### src/common/timing_loopback_pkg.sv
// Constants and carrier types for the timing and loopback register bank.
// Assumes an AXI4-Lite master with 32-bit data and byte addresses of 4 x index.
package timing_loopback_pkg;

   // ********************************************************************
   // Bus geometry
   // ********************************************************************
   localparam int ADDR_W = 8;
   localparam int REG_W = 8;
   localparam int IDX_LSB = 2;
   localparam logic [1:0] RESP_OKAY = 2'h0;
   localparam logic [1:0] RESP_SLVERR = 2'h2;

   // ********************************************************************
   // Register indices (byte address is four times the index)
   // ********************************************************************
   localparam logic [5:0] IDX_MASTER_IRQ_STATUS = 6'h02;
   localparam logic [5:0] IDX_TIMING_LOOPBACK_CONTROL = 6'h05;
   localparam logic [5:0] IDX_SYNTH_LOCK_CONTROL_STATUS = 6'h06;
   localparam logic [5:0] IDX_RECOVERY_LOCK_CONTROL_STATUS = 6'h08;
   localparam logic [5:0] IDX_RECOVERY_CONFIGURATION = 6'h09;
   localparam logic [5:0] IDX_LINE_DRIVER_CONFIGURATION = 6'h0A;

   // ********************************************************************
   // Reset values and writable masks
   // ********************************************************************
   localparam logic [7:0] CTRL_RESET = 8'h20;
   localparam logic [7:0] CTRL_WMASK = 8'hBF;
   localparam logic [7:0] SYNTH_RESET = 8'h00;
   localparam logic [7:0] SYNTH_WMASK = 8'h83;
   localparam logic [7:0] RECOV_RESET = 8'h00;
   localparam logic [7:0] RECOV_WMASK = 8'h87;
   localparam logic [7:0] CFG_RESET = 8'h07;
   localparam logic [7:0] CFG_WMASK = 8'h07;
   localparam logic [7:0] LDRV_RESET = 8'h2C;
   localparam logic [7:0] LDRV_WMASK = 8'hBF;

   // ********************************************************************
   // Field positions
   // ********************************************************************
   localparam int CTRL_LOOP_TIMING = 0;
   localparam int CTRL_SERIAL_LOOP = 1;
   localparam int CTRL_LINE_LOOP = 2;
   localparam int CTRL_PARALLEL_LOOP = 3;
   localparam int CTRL_PAIR_LOOP = 4;
   localparam int CTRL_FIXED_PTR = 5;
   localparam int CTRL_LCD_STATE = 6;
   localparam int CTRL_LCD_IRQ_EN = 7;
   localparam int SYNTH_IRQ_EN = 1;
   localparam int SYNTH_STATE = 3;
   localparam int SYNTH_FLAG = 5;
   localparam int RECOV_DATA_EN = 1;
   localparam int RECOV_REF_EN = 2;
   localparam int RECOV_DATA_STATE = 3;
   localparam int RECOV_REF_STATE = 4;
   localparam int RECOV_DATA_FLAG = 5;
   localparam int RECOV_REF_FLAG = 6;
   localparam int MIS_CRU = 5;
   localparam int MIS_LCD = 6;
   localparam int MIS_CSU = 7;
   localparam int LDRV_QUIET = 4;
   localparam int LDRV_DRIVE = 5;
   localparam int LDRV_BIAS = 7;

   // Lock inputs, one bit each
   localparam int LOCK_SYNTH = 0;
   localparam int LOCK_RX_DATA = 1;
   localparam int LOCK_RX_REF = 2;

   // ********************************************************************
   // Timing
   // ********************************************************************
   localparam logic [9:0] FIXED_POINTER_VALUE = 10'h20A;
   localparam int CLK_KHZ = 40000;
   localparam int LCD_PERSIST_US = 4000;
   localparam logic [17:0] LCD_PERSIST_CYCLES = 18'(LCD_PERSIST_US * CLK_KHZ / 1000);

   // ********************************************************************
   // Carriers
   // ********************************************************************
   typedef struct packed {
      logic [7:0] awaddr;
      logic awvalid;
      logic [31:0] wdata;
      logic [3:0] wstrb;
      logic wvalid;
      logic bready;
      logic [7:0] araddr;
      logic arvalid;
      logic rready;
   } axi_req_type;

   typedef struct packed {
      logic awready;
      logic wready;
      logic bvalid;
      logic [1:0] bresp;
      logic arready;
      logic rvalid;
      logic [31:0] rdata;
      logic [1:0] rresp;
   } axi_resp_type;

   typedef struct packed {
      logic txUseRecovered;
      logic serialLoop;
      logic lineLoop;
      logic parallelLoop;
      logic pairLoop;
      logic [9:0] payloadPointer;
      logic txQuiet;
      logic txDrive;
      logic biasRefExt;
   } line_ctrl_type;

endpackage

### src/hw/timing_loopback_ctrl.sv
// Timing, loopback and lock status register bank with its interrupt output.
// Assumes lock detectors drive levels from outside this clock, and the cell
// delineation and pointer inputs come from logic on sys_clk.
//
// Behaviour
// Loop timing off: transmit timed from reference
// Loop timing on: recovered clock unless data unlocked
// Software sets one loop timing/loopback mode only
// Serial diagnostic loopback routes transmit into receive
// Line loopback returns received line data outward
// Parallel loopback between transmit and receive overhead
// Pair loopback through line receiver and transmitter
// Fixed pointer holds 522, else pointer control
// Cell delineation loss after 4ms, cleared after 4ms
// Cell delineation change drives interrupt when enabled
// Synthesis lock change raises interrupt when enabled
// Synthesis unlock reported beyond 488 ppm
// Synthesis flag set on change, read clears
// Receive lock changes raise interrupts when enabled
// Receive data unlock: 488 ppm or no transitions
// Receive reference unlock while PLL not locked
// Software polls reference unlock after power-up
// Receive flags set on change, read clears
// Quiet mode splits transmit current equally
// Drive disable puts transmit outputs high impedance
// Bias reference: internal at zero, external at one
// Software keeps reserved bits at defaults
// Master cell delineation flag, cleared on read
// Interrupt output active low when anything pending
// Interrupt held while any enabled flag set
`timescale 1ns/100ps

module timing_loopback_ctrl #(
   parameter logic [17:0] LCD_PERSIST_CYCLES = timing_loopback_pkg::LCD_PERSIST_CYCLES
) (
   input wire logic sys_clk,
   input wire logic nrst,
   input wire timing_loopback_pkg::axi_req_type axiReq,
   output timing_loopback_pkg::axi_resp_type axiResp,
   input wire logic [2:0] lockDetectIn,
   input wire logic cellOutOfDelin,
   input wire logic lowerAlarm,
   input wire logic [9:0] pointerCtrlIn,
   output timing_loopback_pkg::line_ctrl_type lineCtrl,
   output logic irqOutN
);

   // ********************************************************************
   // Reset release
   // ********************************************************************
   // Release edge synchronous to sys_clk
   logic [1:0] rstSync_reg;
   logic rstN;

   always_ff @(posedge sys_clk or negedge nrst) begin
      if (!nrst) begin
         rstSync_reg <= 2'h0;
      end else begin
         rstSync_reg <= {rstSync_reg[0], 1'b1};
      end
   end

   assign rstN = rstSync_reg[1];

   // ********************************************************************
   // State
   // ********************************************************************
   typedef struct packed {
      timing_loopback_pkg::axi_resp_type bus;
      logic awHeld;
      logic [5:0] awIdx;
      logic wHeld;
      logic [7:0] wData;
      logic wLane0;
      logic [7:0] ctrl;
      logic [7:0] synth;
      logic [7:0] recov;
      logic [7:0] cfg;
      logic [7:0] lineDrv;
      logic [2:0] sync1;
      logic [2:0] sync2;
      logic [2:0] sync3;
      logic [2:0] lockState;
      logic [2:0] lockFlag;
      logic lcdState;
      logic lcdFlag;
      logic [17:0] lcdCnt;
      timing_loopback_pkg::line_ctrl_type out;
      logic irqN;
   } state_type;

   state_type state_reg;
   state_type state_next;

   localparam state_type STATE_RESET = '{
      bus: '0,
      awHeld: 1'b0,
      awIdx: '0,
      wHeld: 1'b0,
      wData: '0,
      wLane0: 1'b0,
      ctrl: timing_loopback_pkg::CTRL_RESET,
      synth: timing_loopback_pkg::SYNTH_RESET,
      recov: timing_loopback_pkg::RECOV_RESET,
      cfg: timing_loopback_pkg::CFG_RESET,
      lineDrv: timing_loopback_pkg::LDRV_RESET,
      sync1: '0,
      sync2: '0,
      sync3: '0,
      lockState: '0,
      lockFlag: '0,
      lcdState: 1'b0,
      lcdFlag: 1'b0,
      lcdCnt: '0,
      out: '{txUseRecovered: 1'b0, serialLoop: 1'b0, lineLoop: 1'b0, parallelLoop: 1'b0,
             pairLoop: 1'b0, payloadPointer: timing_loopback_pkg::FIXED_POINTER_VALUE,
             txQuiet: 1'b0, txDrive: 1'b1, biasRefExt: 1'b0},
      irqN: 1'b1
   };

   // ********************************************************************
   // Next state
   // ********************************************************************
   always_comb begin
      logic [2:0] lockNew;
      logic [2:0] lockChange;
      logic [2:0] lockClr;
      logic lcdClr;
      logic lcdCond;
      logic lcdChange;
      logic [5:0] rdIdx;
      logic [7:0] rdByte;
      logic rdHit;
      logic wrHit;
      logic doWrite;
      logic doRead;
      logic [7:0] misByte;
      logic synthPend;
      logic cruPend;
      logic lcdPend;
      lockNew = '0;
      lockChange = '0;
      lockClr = '0;
      lcdClr = 1'b0;
      lcdCond = 1'b0;
      lcdChange = 1'b0;
      rdIdx = '0;
      rdByte = '0;
      rdHit = 1'b0;
      wrHit = 1'b0;
      doWrite = 1'b0;
      doRead = 1'b0;
      misByte = '0;
      synthPend = 1'b0;
      cruPend = 1'b0;
      lcdPend = 1'b0;
      state_next = state_reg;

      // Lock inputs: a change counts once stages two and three agree
      state_next.sync1 = lockDetectIn;
      state_next.sync2 = state_reg.sync1;
      state_next.sync3 = state_reg.sync2;
      lockNew = (state_reg.sync2 & state_reg.sync3)
              | (state_reg.lockState & (state_reg.sync2 | state_reg.sync3));
      lockChange = lockNew ^ state_reg.lockState;
      state_next.lockState = lockNew;

      // Each direction needs an unbroken persistence period
      if (state_reg.lcdState) begin
         lcdCond = !cellOutOfDelin;
      end else begin
         lcdCond = cellOutOfDelin && !lowerAlarm;
      end
      if (!lcdCond) begin
         state_next.lcdCnt = '0;
      end else if (state_reg.lcdCnt == LCD_PERSIST_CYCLES - 18'h00001) begin
         state_next.lcdCnt = '0;
         lcdChange = 1'b1;
         state_next.lcdState = !state_reg.lcdState;
      end else begin
         state_next.lcdCnt = state_reg.lcdCnt + 18'h00001;
      end

      // Pending terms; master status shows the synth and receive ones, but the raw delineation flag
      lcdPend = state_reg.lcdFlag & state_reg.ctrl[timing_loopback_pkg::CTRL_LCD_IRQ_EN];
      synthPend = state_reg.lockFlag[timing_loopback_pkg::LOCK_SYNTH]
                & state_reg.synth[timing_loopback_pkg::SYNTH_IRQ_EN];
      cruPend = (state_reg.lockFlag[timing_loopback_pkg::LOCK_RX_DATA]
                 & state_reg.recov[timing_loopback_pkg::RECOV_DATA_EN])
              | (state_reg.lockFlag[timing_loopback_pkg::LOCK_RX_REF]
                 & state_reg.recov[timing_loopback_pkg::RECOV_REF_EN]);
      misByte[timing_loopback_pkg::MIS_LCD] = state_reg.lcdFlag;
      misByte[timing_loopback_pkg::MIS_CSU] = synthPend;
      misByte[timing_loopback_pkg::MIS_CRU] = cruPend;

      // Write channels, taken in either order
      if (axiReq.awvalid && state_reg.bus.awready) begin
         state_next.awHeld = 1'b1;
         state_next.awIdx =
            axiReq.awaddr[timing_loopback_pkg::ADDR_W-1:timing_loopback_pkg::IDX_LSB];
      end
      if (axiReq.wvalid && state_reg.bus.wready) begin
         state_next.wHeld = 1'b1;
         state_next.wData = axiReq.wdata[timing_loopback_pkg::REG_W-1:0];
         state_next.wLane0 = axiReq.wstrb[0];
      end
      doWrite = state_reg.awHeld && state_reg.wHeld && !state_reg.bus.bvalid;
      if (doWrite) begin
         state_next.awHeld = 1'b0;
         state_next.wHeld = 1'b0;
         state_next.bus.bvalid = 1'b1;
         wrHit = 1'b1;
         case (state_reg.awIdx)
            timing_loopback_pkg::IDX_MASTER_IRQ_STATUS: begin
            end
            timing_loopback_pkg::IDX_TIMING_LOOPBACK_CONTROL: begin
               if (state_reg.wLane0) begin
                  state_next.ctrl = state_reg.wData & timing_loopback_pkg::CTRL_WMASK;
               end
            end
            timing_loopback_pkg::IDX_SYNTH_LOCK_CONTROL_STATUS: begin
               if (state_reg.wLane0) begin
                  state_next.synth = state_reg.wData & timing_loopback_pkg::SYNTH_WMASK;
               end
            end
            timing_loopback_pkg::IDX_RECOVERY_LOCK_CONTROL_STATUS: begin
               if (state_reg.wLane0) begin
                  state_next.recov = state_reg.wData & timing_loopback_pkg::RECOV_WMASK;
               end
            end
            timing_loopback_pkg::IDX_RECOVERY_CONFIGURATION: begin
               if (state_reg.wLane0) begin
                  state_next.cfg = state_reg.wData & timing_loopback_pkg::CFG_WMASK;
               end
            end
            timing_loopback_pkg::IDX_LINE_DRIVER_CONFIGURATION: begin
               if (state_reg.wLane0) begin
                  state_next.lineDrv = state_reg.wData & timing_loopback_pkg::LDRV_WMASK;
               end
            end
            default: begin
               wrHit = 1'b0;
            end
         endcase
         state_next.bus.bresp = wrHit ? timing_loopback_pkg::RESP_OKAY
                                      : timing_loopback_pkg::RESP_SLVERR;
      end
      if (state_reg.bus.bvalid && axiReq.bready) begin
         state_next.bus.bvalid = 1'b0;
      end
      state_next.bus.awready = !state_next.awHeld && !state_next.bus.bvalid;
      state_next.bus.wready = !state_next.wHeld && !state_next.bus.bvalid;

      // Read channel; a taken read clears the flags it shows, but a master status read leaves lock flags set
      doRead = axiReq.arvalid && state_reg.bus.arready;
      if (doRead) begin
         rdIdx = axiReq.araddr[timing_loopback_pkg::ADDR_W-1:timing_loopback_pkg::IDX_LSB];
         rdHit = 1'b1;
         case (rdIdx)
            timing_loopback_pkg::IDX_MASTER_IRQ_STATUS: begin
               rdByte = misByte;
               lcdClr = 1'b1;
            end
            timing_loopback_pkg::IDX_TIMING_LOOPBACK_CONTROL: begin
               rdByte = state_reg.ctrl;
               rdByte[timing_loopback_pkg::CTRL_LCD_STATE] = state_reg.lcdState;
            end
            timing_loopback_pkg::IDX_SYNTH_LOCK_CONTROL_STATUS: begin
               rdByte = state_reg.synth;
               rdByte[timing_loopback_pkg::SYNTH_STATE] =
                  state_reg.lockState[timing_loopback_pkg::LOCK_SYNTH];
               rdByte[timing_loopback_pkg::SYNTH_FLAG] =
                  state_reg.lockFlag[timing_loopback_pkg::LOCK_SYNTH];
               lockClr[timing_loopback_pkg::LOCK_SYNTH] = 1'b1;
            end
            timing_loopback_pkg::IDX_RECOVERY_LOCK_CONTROL_STATUS: begin
               rdByte = state_reg.recov;
               rdByte[timing_loopback_pkg::RECOV_DATA_STATE] =
                  state_reg.lockState[timing_loopback_pkg::LOCK_RX_DATA];
               rdByte[timing_loopback_pkg::RECOV_REF_STATE] =
                  state_reg.lockState[timing_loopback_pkg::LOCK_RX_REF];
               rdByte[timing_loopback_pkg::RECOV_DATA_FLAG] =
                  state_reg.lockFlag[timing_loopback_pkg::LOCK_RX_DATA];
               rdByte[timing_loopback_pkg::RECOV_REF_FLAG] =
                  state_reg.lockFlag[timing_loopback_pkg::LOCK_RX_REF];
               lockClr[timing_loopback_pkg::LOCK_RX_DATA] = 1'b1;
               lockClr[timing_loopback_pkg::LOCK_RX_REF] = 1'b1;
            end
            timing_loopback_pkg::IDX_RECOVERY_CONFIGURATION: begin
               rdByte = state_reg.cfg;
            end
            timing_loopback_pkg::IDX_LINE_DRIVER_CONFIGURATION: begin
               rdByte = state_reg.lineDrv;
            end
            default: begin
               rdHit = 1'b0;
            end
         endcase
         state_next.bus.rvalid = 1'b1;
         state_next.bus.rdata = {24'h000000, rdByte};
         state_next.bus.rresp = rdHit ? timing_loopback_pkg::RESP_OKAY
                                      : timing_loopback_pkg::RESP_SLVERR;
      end else if (state_reg.bus.rvalid && axiReq.rready) begin
         state_next.bus.rvalid = 1'b0;
      end
      state_next.bus.arready = !state_next.bus.rvalid;

      // Set beats clear in the clearing cycle
      state_next.lockFlag = (state_reg.lockFlag & ~lockClr) | lockChange;
      state_next.lcdFlag = (state_reg.lcdFlag & ~lcdClr) | lcdChange;

      // Line side controls follow the newest register values
      state_next.out.txUseRecovered = state_next.ctrl[timing_loopback_pkg::CTRL_LOOP_TIMING]
         & ~state_next.lockState[timing_loopback_pkg::LOCK_RX_DATA];
      state_next.out.serialLoop = state_next.ctrl[timing_loopback_pkg::CTRL_SERIAL_LOOP];
      state_next.out.lineLoop = state_next.ctrl[timing_loopback_pkg::CTRL_LINE_LOOP];
      state_next.out.parallelLoop =
         state_next.ctrl[timing_loopback_pkg::CTRL_PARALLEL_LOOP];
      state_next.out.pairLoop = state_next.ctrl[timing_loopback_pkg::CTRL_PAIR_LOOP];
      state_next.out.payloadPointer = state_next.ctrl[timing_loopback_pkg::CTRL_FIXED_PTR]
         ? timing_loopback_pkg::FIXED_POINTER_VALUE : pointerCtrlIn;
      state_next.out.txQuiet = state_next.lineDrv[timing_loopback_pkg::LDRV_QUIET];
      state_next.out.txDrive = state_next.lineDrv[timing_loopback_pkg::LDRV_DRIVE];
      state_next.out.biasRefExt = state_next.lineDrv[timing_loopback_pkg::LDRV_BIAS];

      // Low while any enabled flag stays set; no pulse to miss
      state_next.irqN = !(
         (state_next.lcdFlag & state_next.ctrl[timing_loopback_pkg::CTRL_LCD_IRQ_EN])
         | (state_next.lockFlag[timing_loopback_pkg::LOCK_SYNTH]
            & state_next.synth[timing_loopback_pkg::SYNTH_IRQ_EN])
         | (state_next.lockFlag[timing_loopback_pkg::LOCK_RX_DATA]
            & state_next.recov[timing_loopback_pkg::RECOV_DATA_EN])
         | (state_next.lockFlag[timing_loopback_pkg::LOCK_RX_REF]
            & state_next.recov[timing_loopback_pkg::RECOV_REF_EN]));
   end

   // ********************************************************************
   // Registers
   // ********************************************************************
   always_ff @(posedge sys_clk or negedge rstN) begin
      if (!rstN) begin
         state_reg <= STATE_RESET;
      end else begin
         state_reg <= state_next;
      end
   end

   assign axiResp = state_reg.bus;
   assign lineCtrl = state_reg.out;
   assign irqOutN = state_reg.irqN;

endmodule

### config.mk
export PLATFORM = sky130hd
export DESIGN_NAME = timing_loopback_ctrl
export DESIGN_NICKNAME = d
export VERILOG_FILES = /design/src/common/timing_loopback_pkg.sv /design/src/hw/timing_loopback_ctrl.sv
export SDC_FILE = /design/constraint.sdc
export NUM_CORES = 1
export LEC_CHECK = 0
export BUFFER_PORTS_ARGS = -buffer_cell sky130_fd_sc_hd__buf_2
export CAP_MARGIN = 20
export CORE_UTILIZATION = 47
export DETAILED_ROUTE_END_ITERATION = 10
export GPL_TIMING_DRIVEN = 0
export PLACE_DENSITY = 0.84
export SYNTH_ARGS = -nofsm -noshare
export SYNTH_HDL_FRONTEND = slang
export SYNTH_SLANG_ARGS = --single-unit
### constraint.sdc
create_clock -name sys_clk -period 3.2 [get_ports sys_clk]
set_input_delay 0.32 -clock sys_clk [delete_from_list [all_inputs] [get_ports sys_clk]]
set_output_delay 0.32 -clock sys_clk [all_outputs]
set_load 0.01 [all_outputs]
Yosys cells after proc, flatten, opt, wreduce, memory -nomap -nowiden
Cells that the tools add are included.
{"block": "word_totals", "register_bits": 114, "ramBits": 0, "latchBits": 0, "mem_count": 0, "romBits": 0, "out_inout_bits": 60, "word_cells": 141}
{"block": "op_classes", "n_reduce_logical": 26, "bitwise_logic": 24, "n_div": 0, "muxes": 37, "order_cmp": 0, "add_sub_neg": 1, "shift": 0, "n_eq_ne": 13, "mul": 0}
{"op": "8-bit two-way mux", "count": 9}
{"op": "8-bit one-hot mux with 6 select lines", "count": 1}
{"op": "40-bit two-way mux", "count": 1}
{"op": "6-bit by 4-bit equality test with 1-bit output (second input constant)", "count": 6}
{"op": "18-bit two-way mux", "count": 2}
{"op": "6-bit by 3-bit equality test with 1-bit output (second input constant)", "count": 4}
{"op": "10-bit two-way mux", "count": 2}
{"op": "18-bit by 1-bit adder with 18-bit output (second input constant)", "count": 1}
{"op": "18-bit equality test (second input constant)", "count": 1}
{"op": "1-bit two-way mux", "count": 15}
{"op": "6-bit by 2-bit equality test with 1-bit output (second input constant)", "count": 2}
{"op": "3-bit AND reduction", "count": 4}
{"op": "6-bit OR reduction", "count": 2}
{"op": "1-bit logical AND", "count": 10}
{"op": "1-bit AND", "count": 9}
{"op": "3-bit AND", "count": 3}
{"op": "1-bit logical NOT", "count": 9}
{"op": "3-bit two-way mux", "count": 3}
{"op": "3-bit OR", "count": 3}
{"op": "7-bit two-way mux", "count": 1}
{"op": "2-bit two-way mux", "count": 3}
{"op": "1-bit OR", "count": 5}
{"op": "3-bit NOT", "count": 1}
{"op": "3-bit bitwise XOR", "count": 1}
{"op": "other kinds (2)", "count": 3}

Logic depth before layout (Yosys ltp)
Gate-level depths: netlist of the first run.
{"block": "depth", "word_depth": 11, "depth_mapped": 7}

Least setup slack after synthesis of the first run
No wires, ideal clock.
{"block": "synth_path", "path_kind": "register -> register", "start": "register state_reg[109] in the netlist's numbering", "end": "register state_reg (netlist bit irqOutN)", "n_path_buf": 0, "synth_period_minus_slack_ps": 2240, "t_required_ps": 3119, "slack_ps": 960, "setup_time_ps": 81, "arrival_time_ps": 2159, "path_stages_with_launch": 6, "cell_sequence": "dfrtp_1 > or3b_1 > nor4b_1 > mux2_2 > a22o_1 > a211oi_2"}
{"item": "from (decl)", "line": "timing_loopback_ctrl.sv:92", "source": "state_type state_reg;"}
{"item": "from (signal assigned)", "line": "timing_loopback_ctrl.sv:344", "source": "state_reg <= state_next;"}

==> results.toml, run 1 <==
[cts]
insertion_delay_ns = 0.37
ctsHtreeMaxLevel = 3
clock_path_buffers = 2
cts_resized = 0
postCtsSetupBuffers = 0
ctsHoldBuffers = 1
cts_tree = "built"
cts-root-buf = "clkbuf_8"
cts_sinks = 104
cts_made_buffers = 9
clk_pin_slew_worst_paths_ns = 0.09

[final_layout]
drive_gt1_share_pct = 38.5
insertedDiodeCount = 0
fillerInstances = 819
regArea_um2 = 2620
area_growth_pct = 18.6
largest_reg_flops = 69
multi_input_area_um2 = 1730
fin_nets = 600
stdcell_count = 663

[global_routing]
antenna_found_initial = 0
grt_remaining_overflow = 0
grt_max_degree = 71
grt_use_total_pct = 18.1
grt_pass1_vias = 2984
grt_pass1_wl_um = 14500

[setup_path]
ff2ff_setup_slack_ns = 0.53
timing.rr.start = "state_reg[109]$_DFFE_PN0P_"
cp_max_fo = 4
slowest_delay_ns = 0.89
worstSetupPathType = "register to register"
cp_top_family = "simple AND/OR/NAND/NOR gates"
ff2ff_path_depth = 5
endpoint_kind = "register"
critical_path_arrival_ns = 2.95
worstPathCellList = "or3b_1 > nor4b_1 > mux2_2 > a22o_1 > a211oi_2"
critPathLaunchType = "register"
r2r_end = "irqOutN$_DFF_PN1_"
cp_data_required_time_ns = 3.49
cpMaxStageDelayCell = "nor4b_1"
worst-path-buf-inv = 0

[detailed_routing]
vias = 3296
ant_nets = 0
via_per_inst = 4.97
drt_wl_total_um = 9370
dr.pass1.iters = 5
drc_errors = 0
drtIter0Drc = 171
drt-wirelength-per-cell_um = 14.1

[placement]
gp_congestion = 0.832
dpl.cell_count = 646
dp_hpwl_um = 6810
portBuffers = 74

[power]
power_leakage_nw = 2.72
p_per_area_nw_per_um2 = 623
peakVddDrop_mv = 0.395

[timing]
post-route-period-util_pct = 83.3
slew_violations = 0
rsz0062_at_grt = "false"
final.min_clock_period_ns = 2.67
clock_skew_ns = 0.0170
setup_viol = 0
fmax_mhz = 375
max_slew.worst_pin.slew_ns = 1.07
slew_headroom_pct = 27.9
finalHoldViolCount = 0
fin_tns_setup_ns = 0

[synthesis]
synth_area_per_cell_um2 = 11.5
synth_warnings = 0
synth_edf_count = 0
async_flop_share_pct = 100
synth_ff_type = "dfrtp_1"
syn_area_um2 = 4750
synthCells = 413
synth_seq_cells = 104
ys_seq_area_share_pct = 55.1
synth_cell_types = 51

[floorplan]
ios = 134
die_x_um = 103
row_count = 36
dieArea_um2 = 10500
core_region_area_um2 = 9770
die_h_um = 103
start_util_pct = 48.6

[status]
outcome = "completed"

[job]
cap_violations = 0

[min_path]
hp-start = "lockDetectIn[0]"
min_to = "state_next[48]$_DFF_PN0_"
hp-class = "primary input to register"
holdPathStages = 1
-- layer usage --
layer,vias up,GRT usage [%],share of wire (%)
met5,-,0,0
met2,127,28.9,48
met4,0,7.03,1.3
met3,11,2.92,5.6
met1,1583,24.9,45
li1,1575,-,-
-- layout make-up --
cell class / instances / area share, %
tap: 133 / 2.95
clock inverter: 5 / 1.44
buffer: 67 / 8.52
inverter: 5 / 0.333
timing repair buffer: 76 / 7.24
sequential: 104 / 46.5
multi-input combinational: 262 / 30.7
clock buffer: 11 / 2.33
-- synth_stat cells (3+ instances only) --
master,n,area share [%]
xor2_1,11,2.0
mux2_2,38,9.0
xnor2_1,4,0.74
a32o_1,3,0.63
a22oi_1,4,0.63
mux2i_1,4,0.84
inv_1,5,0.39
nand3_1,10,1.1
nand2b_1,7,0.92
nand4_1,7,0.92
and2_1,11,1.4
nor2_1,31,2.4
nor3_1,5,0.53
buf_4,59,9.3
o21a_1,4,0.63
a22o_1,3,0.55
nor2b_1,6,0.79
clkbuf_1,7,0.55
o21ai_0,16,1.7
nand2_1,27,2.1
a21oi_1,7,0.74
and3_1,6,0.79
dfrtp_1,93,49
dfstp_2,11,6.1
-- power breakdown --
group | total [mW] | leakage, nW | switching (mW) | internal, mW
logic | 0.789 | 1.33 | 0.337 | 0.452
clock network | 0.878 | 0.104 | 0.435 | 0.443
registers | 1.85 | 1.29 | 0.246 | 1.60
total | 3.51 | 2.72 | 1.02 | 2.50
-- layout by cell type (no fill, tap or decap), types with 2 or more instances in the layout --
| cell | n |
|---|---|
| clkbuf_8 | 9 |
| inv_1 | 5 |
| nor3_1 | 5 |
| o21ai_0 | 16 |
| nor2b_1 | 6 |
| nor3b_1 | 2 |
| nand2b_1 | 7 |
| a222oi_1 | 2 |
| a2111oi_0 | 2 |
| a221oi_1 | 2 |
| nand4_1 | 7 |
| bufinv_16 | 2 |
| a22oi_1 | 4 |
| nand3_1 | 10 |
| nor2_1 | 31 |
| a22o_1 | 3 |
| dfstp_2 | 11 |
| xor2_1 | 11 |
| o21a_1 | 4 |
| mux2i_1 | 4 |
| clkbuf_1 | 9 |
| and2_1 | 11 |
| and3_1 | 6 |
| xnor2_1 | 4 |
| nor4bb_1 | 2 |
| conb_1 | 27 |
| a32o_1 | 3 |
| mux2_2 | 38 |
| nand2_1 | 27 |
| dfrtp_1 | 92 |
| buf_2 | 74 |
| a21oi_1 | 7 |
| nor4b_1 | 2 |
| buf_4 | 59 |
-- cell families after synthesis --
| logic type | share of synthesized area (%) |
|---|---|
| xor+xnor | 2.76 |
| fa+ha+maj | 0.263 |
| compound gates | 7.61 |
| flops | 55.1 |
| buf+inv | 10.5 |
| mux | 9.85 |
| simple gates | 13.8 |
| other cells | 0.158 |
-- per-stage QoR --
stage	area (um2)	utilization, %	hold slack, ns	setup WS, ns	total power, mW
3_3_place_gp	5380	55.1	0.106	-0.779	2.59
3_5_place_dp	5410	55.4	0.108	0.581	2.65
4_1_cts	5640	57.7	0.0510	0.529	3.53
6_report	5640	57.7	0.0583	0.533	3.51
5_1_grt	5640	57.7	0.0424	0.356	3.71
2_1_floorplan	4850	-	0.0244	0.108	2.37
-- how the worst max path moves through the flow --
stage	startpoint	to	slack [ns]	cells after the start
global placement	rstSync_reg[1]$_DFF_PN0_	lineCtrl[3]$_DFF_PN0_	-0.78	0
floorplan	rstSync_reg[1]$_DFF_PN0_	axiResp[1]$_DFFE_PN0N_	0.11	0
finish	state_reg[109]$_DFFE_PN0P_	irqOutN$_DFF_PN1_	0.53	5
detailed placement	state_reg[109]$_DFFE_PN0P_	irqOutN$_DFF_PN1_	0.58	5
global route	state_reg[109]$_DFFE_PN0P_	irqOutN$_DFF_PN1_	0.36	5
CTS	state_reg[109]$_DFFE_PN0P_	irqOutN$_DFF_PN1_	0.53	5
Note: power is estimated with default switching activity, not from simulation.
==> run 2, diff against run 1 <==
--- a/config.mk
+++ b/config.mk
@@ -5,12 +5,13 @@
 export SDC_FILE = /design/constraint.sdc
 export NUM_CORES = 1
 export LEC_CHECK = 0
+export ABC_AREA = 1
 export BUFFER_PORTS_ARGS = -buffer_cell sky130_fd_sc_hd__buf_2
 export CAP_MARGIN = 20
-export CORE_UTILIZATION = 47
+export CORE_UTILIZATION = 48
 export DETAILED_ROUTE_END_ITERATION = 10
 export GPL_TIMING_DRIVEN = 0
-export PLACE_DENSITY = 0.84
+export PLACE_DENSITY = 0.82
 export SYNTH_ARGS = -nofsm -noshare
 export SYNTH_HDL_FRONTEND = slang
 export SYNTH_SLANG_ARGS = --single-unit
==> constraint.sdc (replaced) <==
create_clock -name sys_clk -period 2.5 [get_ports sys_clk]
set_input_delay 0.25 -clock sys_clk [delete_from_list [all_inputs] [get_ports sys_clk]]
set_output_delay 0.25 -clock sys_clk [all_outputs]
set_load 0.01 [all_outputs]
==> run 2 against run 1 <==
Sequential power up 17%; critical path depth up 4; die area is 2.6% higher; clock skew shrank 0.0047 ns; fmax is 53% higher; utilization grew 2.4 points; sequential share of layout area shrank 2.5 points; non-clock buffer count rose by 3; via count grew 21%; cell area up 5.7%.
==> results.toml, run 2 <==
[power]
seqPwrFrac_pct = 48.6
p_int_mw = 3.15
peakVddDrop_mv = 0.467
sw_frac_of_total_pct = 29.1
p_per_area_nw_per_um2 = 747
combPwrFrac_pct = 21.0
power_mw = 4.45
clkPwrFrac_pct = 30.3
power_leakage_nw = 3.16
switchingPower_mw = 1.30

[floorplan]
start_util_pct = 50.3
ios = 134
die_x_um = 104
die_h_um = 104
core_region_area_um2 = 9910
dieArea_um2 = 10800
row_count = 36

[synthesis]
synth_area_per_cell_um2 = 8.43
synth-simple-area-share_pct = 23.2
synth-compound-area-share_pct = 7.16
syn_area_um2 = 4980
synth_seq_cells = 104
yosys-top-cells-area = "dfrtp_1 47%, nand2_1 11%, buf_4 8.9%, dfstp_2 5.8%, nor2_1 5.6%"
synth_cell_types = 38
synth_ff_type = "dfrtp_1"
yosysTopAreaCellShare_pct = 46.7
synth.most_common_cell = "nand2_1"
yosys.area_share.xor_xnor_pct = 1.05
synth.area.mux_share_pct = 0.452
async_flop_share_pct = 100
ys_seq_area_share_pct = 52.5
synth_top_family_by_area = "simple AND/OR/NAND/NOR gates"
synthAdderAreaFrac_pct = 0.251
synthCells = 591
synth_area_leader_cell = "dfrtp_1"
synth_warnings = 0
synth_edf_count = 0
synthTopCellsByCount = "143 x nand2_1, 93 x dfrtp_1, 74 x nor2_1"

[cts]
cts-root-buf = "clkbuf_8"
cts_tree = "built"
cts_made_buffers = 9
ctsHtreeMaxLevel = 3
cts_resized = 0
cts_sinks = 104
clk_pin_slew_worst_paths_ns = 0.10
insertion_delay_ns = 0.37
clock_path_buffers = 2

[timing]
slew_violations = 0
whs_ns = 0.0690
fin_tns_setup_ns = 0
clock_skew_ns = 0.0123
setup_viol = 0
post-route-period-util_pct = 69.5
final.min_clock_period_ns = 1.74
fmax_mhz = 576
rsz0062_at_grt = "false"
finalHoldViolCount = 0
max_slew.worst_pin.slew_ns = 0.650
slew_headroom_pct = 56.4

[setup_path]
ff2ff_path_depth = 9
crit_end = "state_reg[22]$_DFF_PN0_"
critical_path_arrival_ns = 2.03
worstPathCellList = "ha_1 > nand2_1 > inv_1 > nand3_1 > nor2_1 > and2_1 > nor2_1 > inv_2 > nor2_1"
cpMaxStageDelayCell = "dfrtp_1"
endpoint_kind = "register"
cp_top_family = "simple AND/OR/NAND/NOR gates"
crit_top_cell = "nor2_1"
r2r_end = "state_reg[22]$_DFF_PN0_"
timing.rr.start = "state_reg[19]$_DFF_PN0_"
critPathLaunchType = "register"
cp_max_fo = 8
cp.depth = 9
worst-path-buf-inv = 2
ff2ff_setup_slack_ns = 0.76
slowest_delay_ns = 0.43
cp_data_required_time_ns = 2.79
worstSetupPathType = "register to register"
crit_start = "state_reg[19]$_DFF_PN0_"

[final_layout]
multi_input_area_um2 = 1700
final_cell_mix = "143 x nand2_1, 92 x dfrtp_1, 75 x buf_2"
fin_area_um2 = 5960
drive_gt1_share_pct = 25.8
area_growth_pct = 19.5
fin_nets = 782
largest_reg_flops = 69
stdcell_count = 845
insertedDiodeCount = 0
regArea_um2 = 2620
final_common_cell = "nand2_1"
fillerInstances = 871

[min_path]
hp-class = "primary input to register"
hp-start = "pointerCtrlIn[3]"

[placement]
dpl.cell_count = 825
gp_congestion = 0.928
dp_hpwl_um = 7680
placedInstanceArea_um2 = 5650
portBuffers = 75

[global_routing]
grt_use_total_pct = 19.9
grt_remaining_overflow = 0
grt_pass1_wl_um = 17300
grt_max_degree = 60
grt_pass1_vias = 3798
antenna_found_initial = 0

[status]
outcome = "completed"

[job]
cap_violations = 0

[detailed_routing]
via_per_inst = 4.70
drt-wirelength-per-cell_um = 11.9
drtIter0Drc = 175
dr.pass1.iters = 5
drt_wl_total_um = 10100
drc_errors = 0
vias = 3975
ant_nets = 0
run 2: layout make-up:
class | count | area share (%)
flip-flops and latches | 104 | 44.0
multi-input cells | 373 | 28.6
plain buffers | 66 | 8.13
repair buffers | 80 | 7.44
inverters | 73 | 4.60
well taps | 133 | 2.79
clock inverters | 6 | 2.31
clock buffers | 10 | 2.14
run 2: worst min path at each step:
| stage | end | slack [ns] | depth (start not counted) |
|---|---|---|---|
| 5_1_grt | lineCtrl[6]$_DFF_PN1_ | 0.06 | 2 |
| 3_5_place_dp | rstSync_reg[0]$_DFF_PN0_ | 0.04 | 1 |
| 6_report | lineCtrl[6]$_DFF_PN1_ | 0.07 | 2 |
| 4_1_cts | lineCtrl[6]$_DFF_PN1_ | 0.06 | 2 |
| 3_3_place_gp | rstSync_reg[0]$_DFF_PN0_ | 0.04 | 1 |
| 2_1_floorplan | rstSync_reg[0]$_DFF_PN0_ | -0.05 | 0 |
run 2: per-layer routing:
metal,vias to the layer above,wire [um],track usage [%]
met5,-,0,0
met4,0,199,7.35
li1,1992,-,-
met2,123,5030,34.4
met1,1840,4310,25.5
met3,20,539,2.88
run 2: cell families (layout without fill, tap and decap cells):
kind of cell             after synthesis  count (layout)
AND/OR/NAND/NOR                      270             270
buffers and inverters                139             235
flip-flops                           104             104
AO/OA/AOI/OAI                         67              67
XOR/XNOR                               6               6
other                                  2              27
multiplexers                           2               2
adder cells (fa/ha/maj)                1               1
run 2: what timing repair did:
action | 4_1_cts | 5_1_grt
endpoints found under the setup margin | 0 | 0
hold endpoints to repair | 5 | 0
hold buffers | 4 | 0
buffers inserted | 0 | 0
run 2: stage by stage:
step,util [%],worst slack (ns)
CTS,60.1,0.770
global placement,56.7,0.226
finish,60.1,0.763
global route,60.1,0.557
floorplan,-,0.766
detailed placement,57.0,0.799
run 2: power by group through the flow:
stage               Combinational [mW]  Clock [mW]  Sequential [mW]
floorplan                        0.671           0             2.16
global placement                 0.880           0             2.20
detailed placement               0.937           0             2.20
CTS                              0.945        1.37             2.16
global route                      1.06        1.44             2.20
finish                           0.937        1.35             2.16
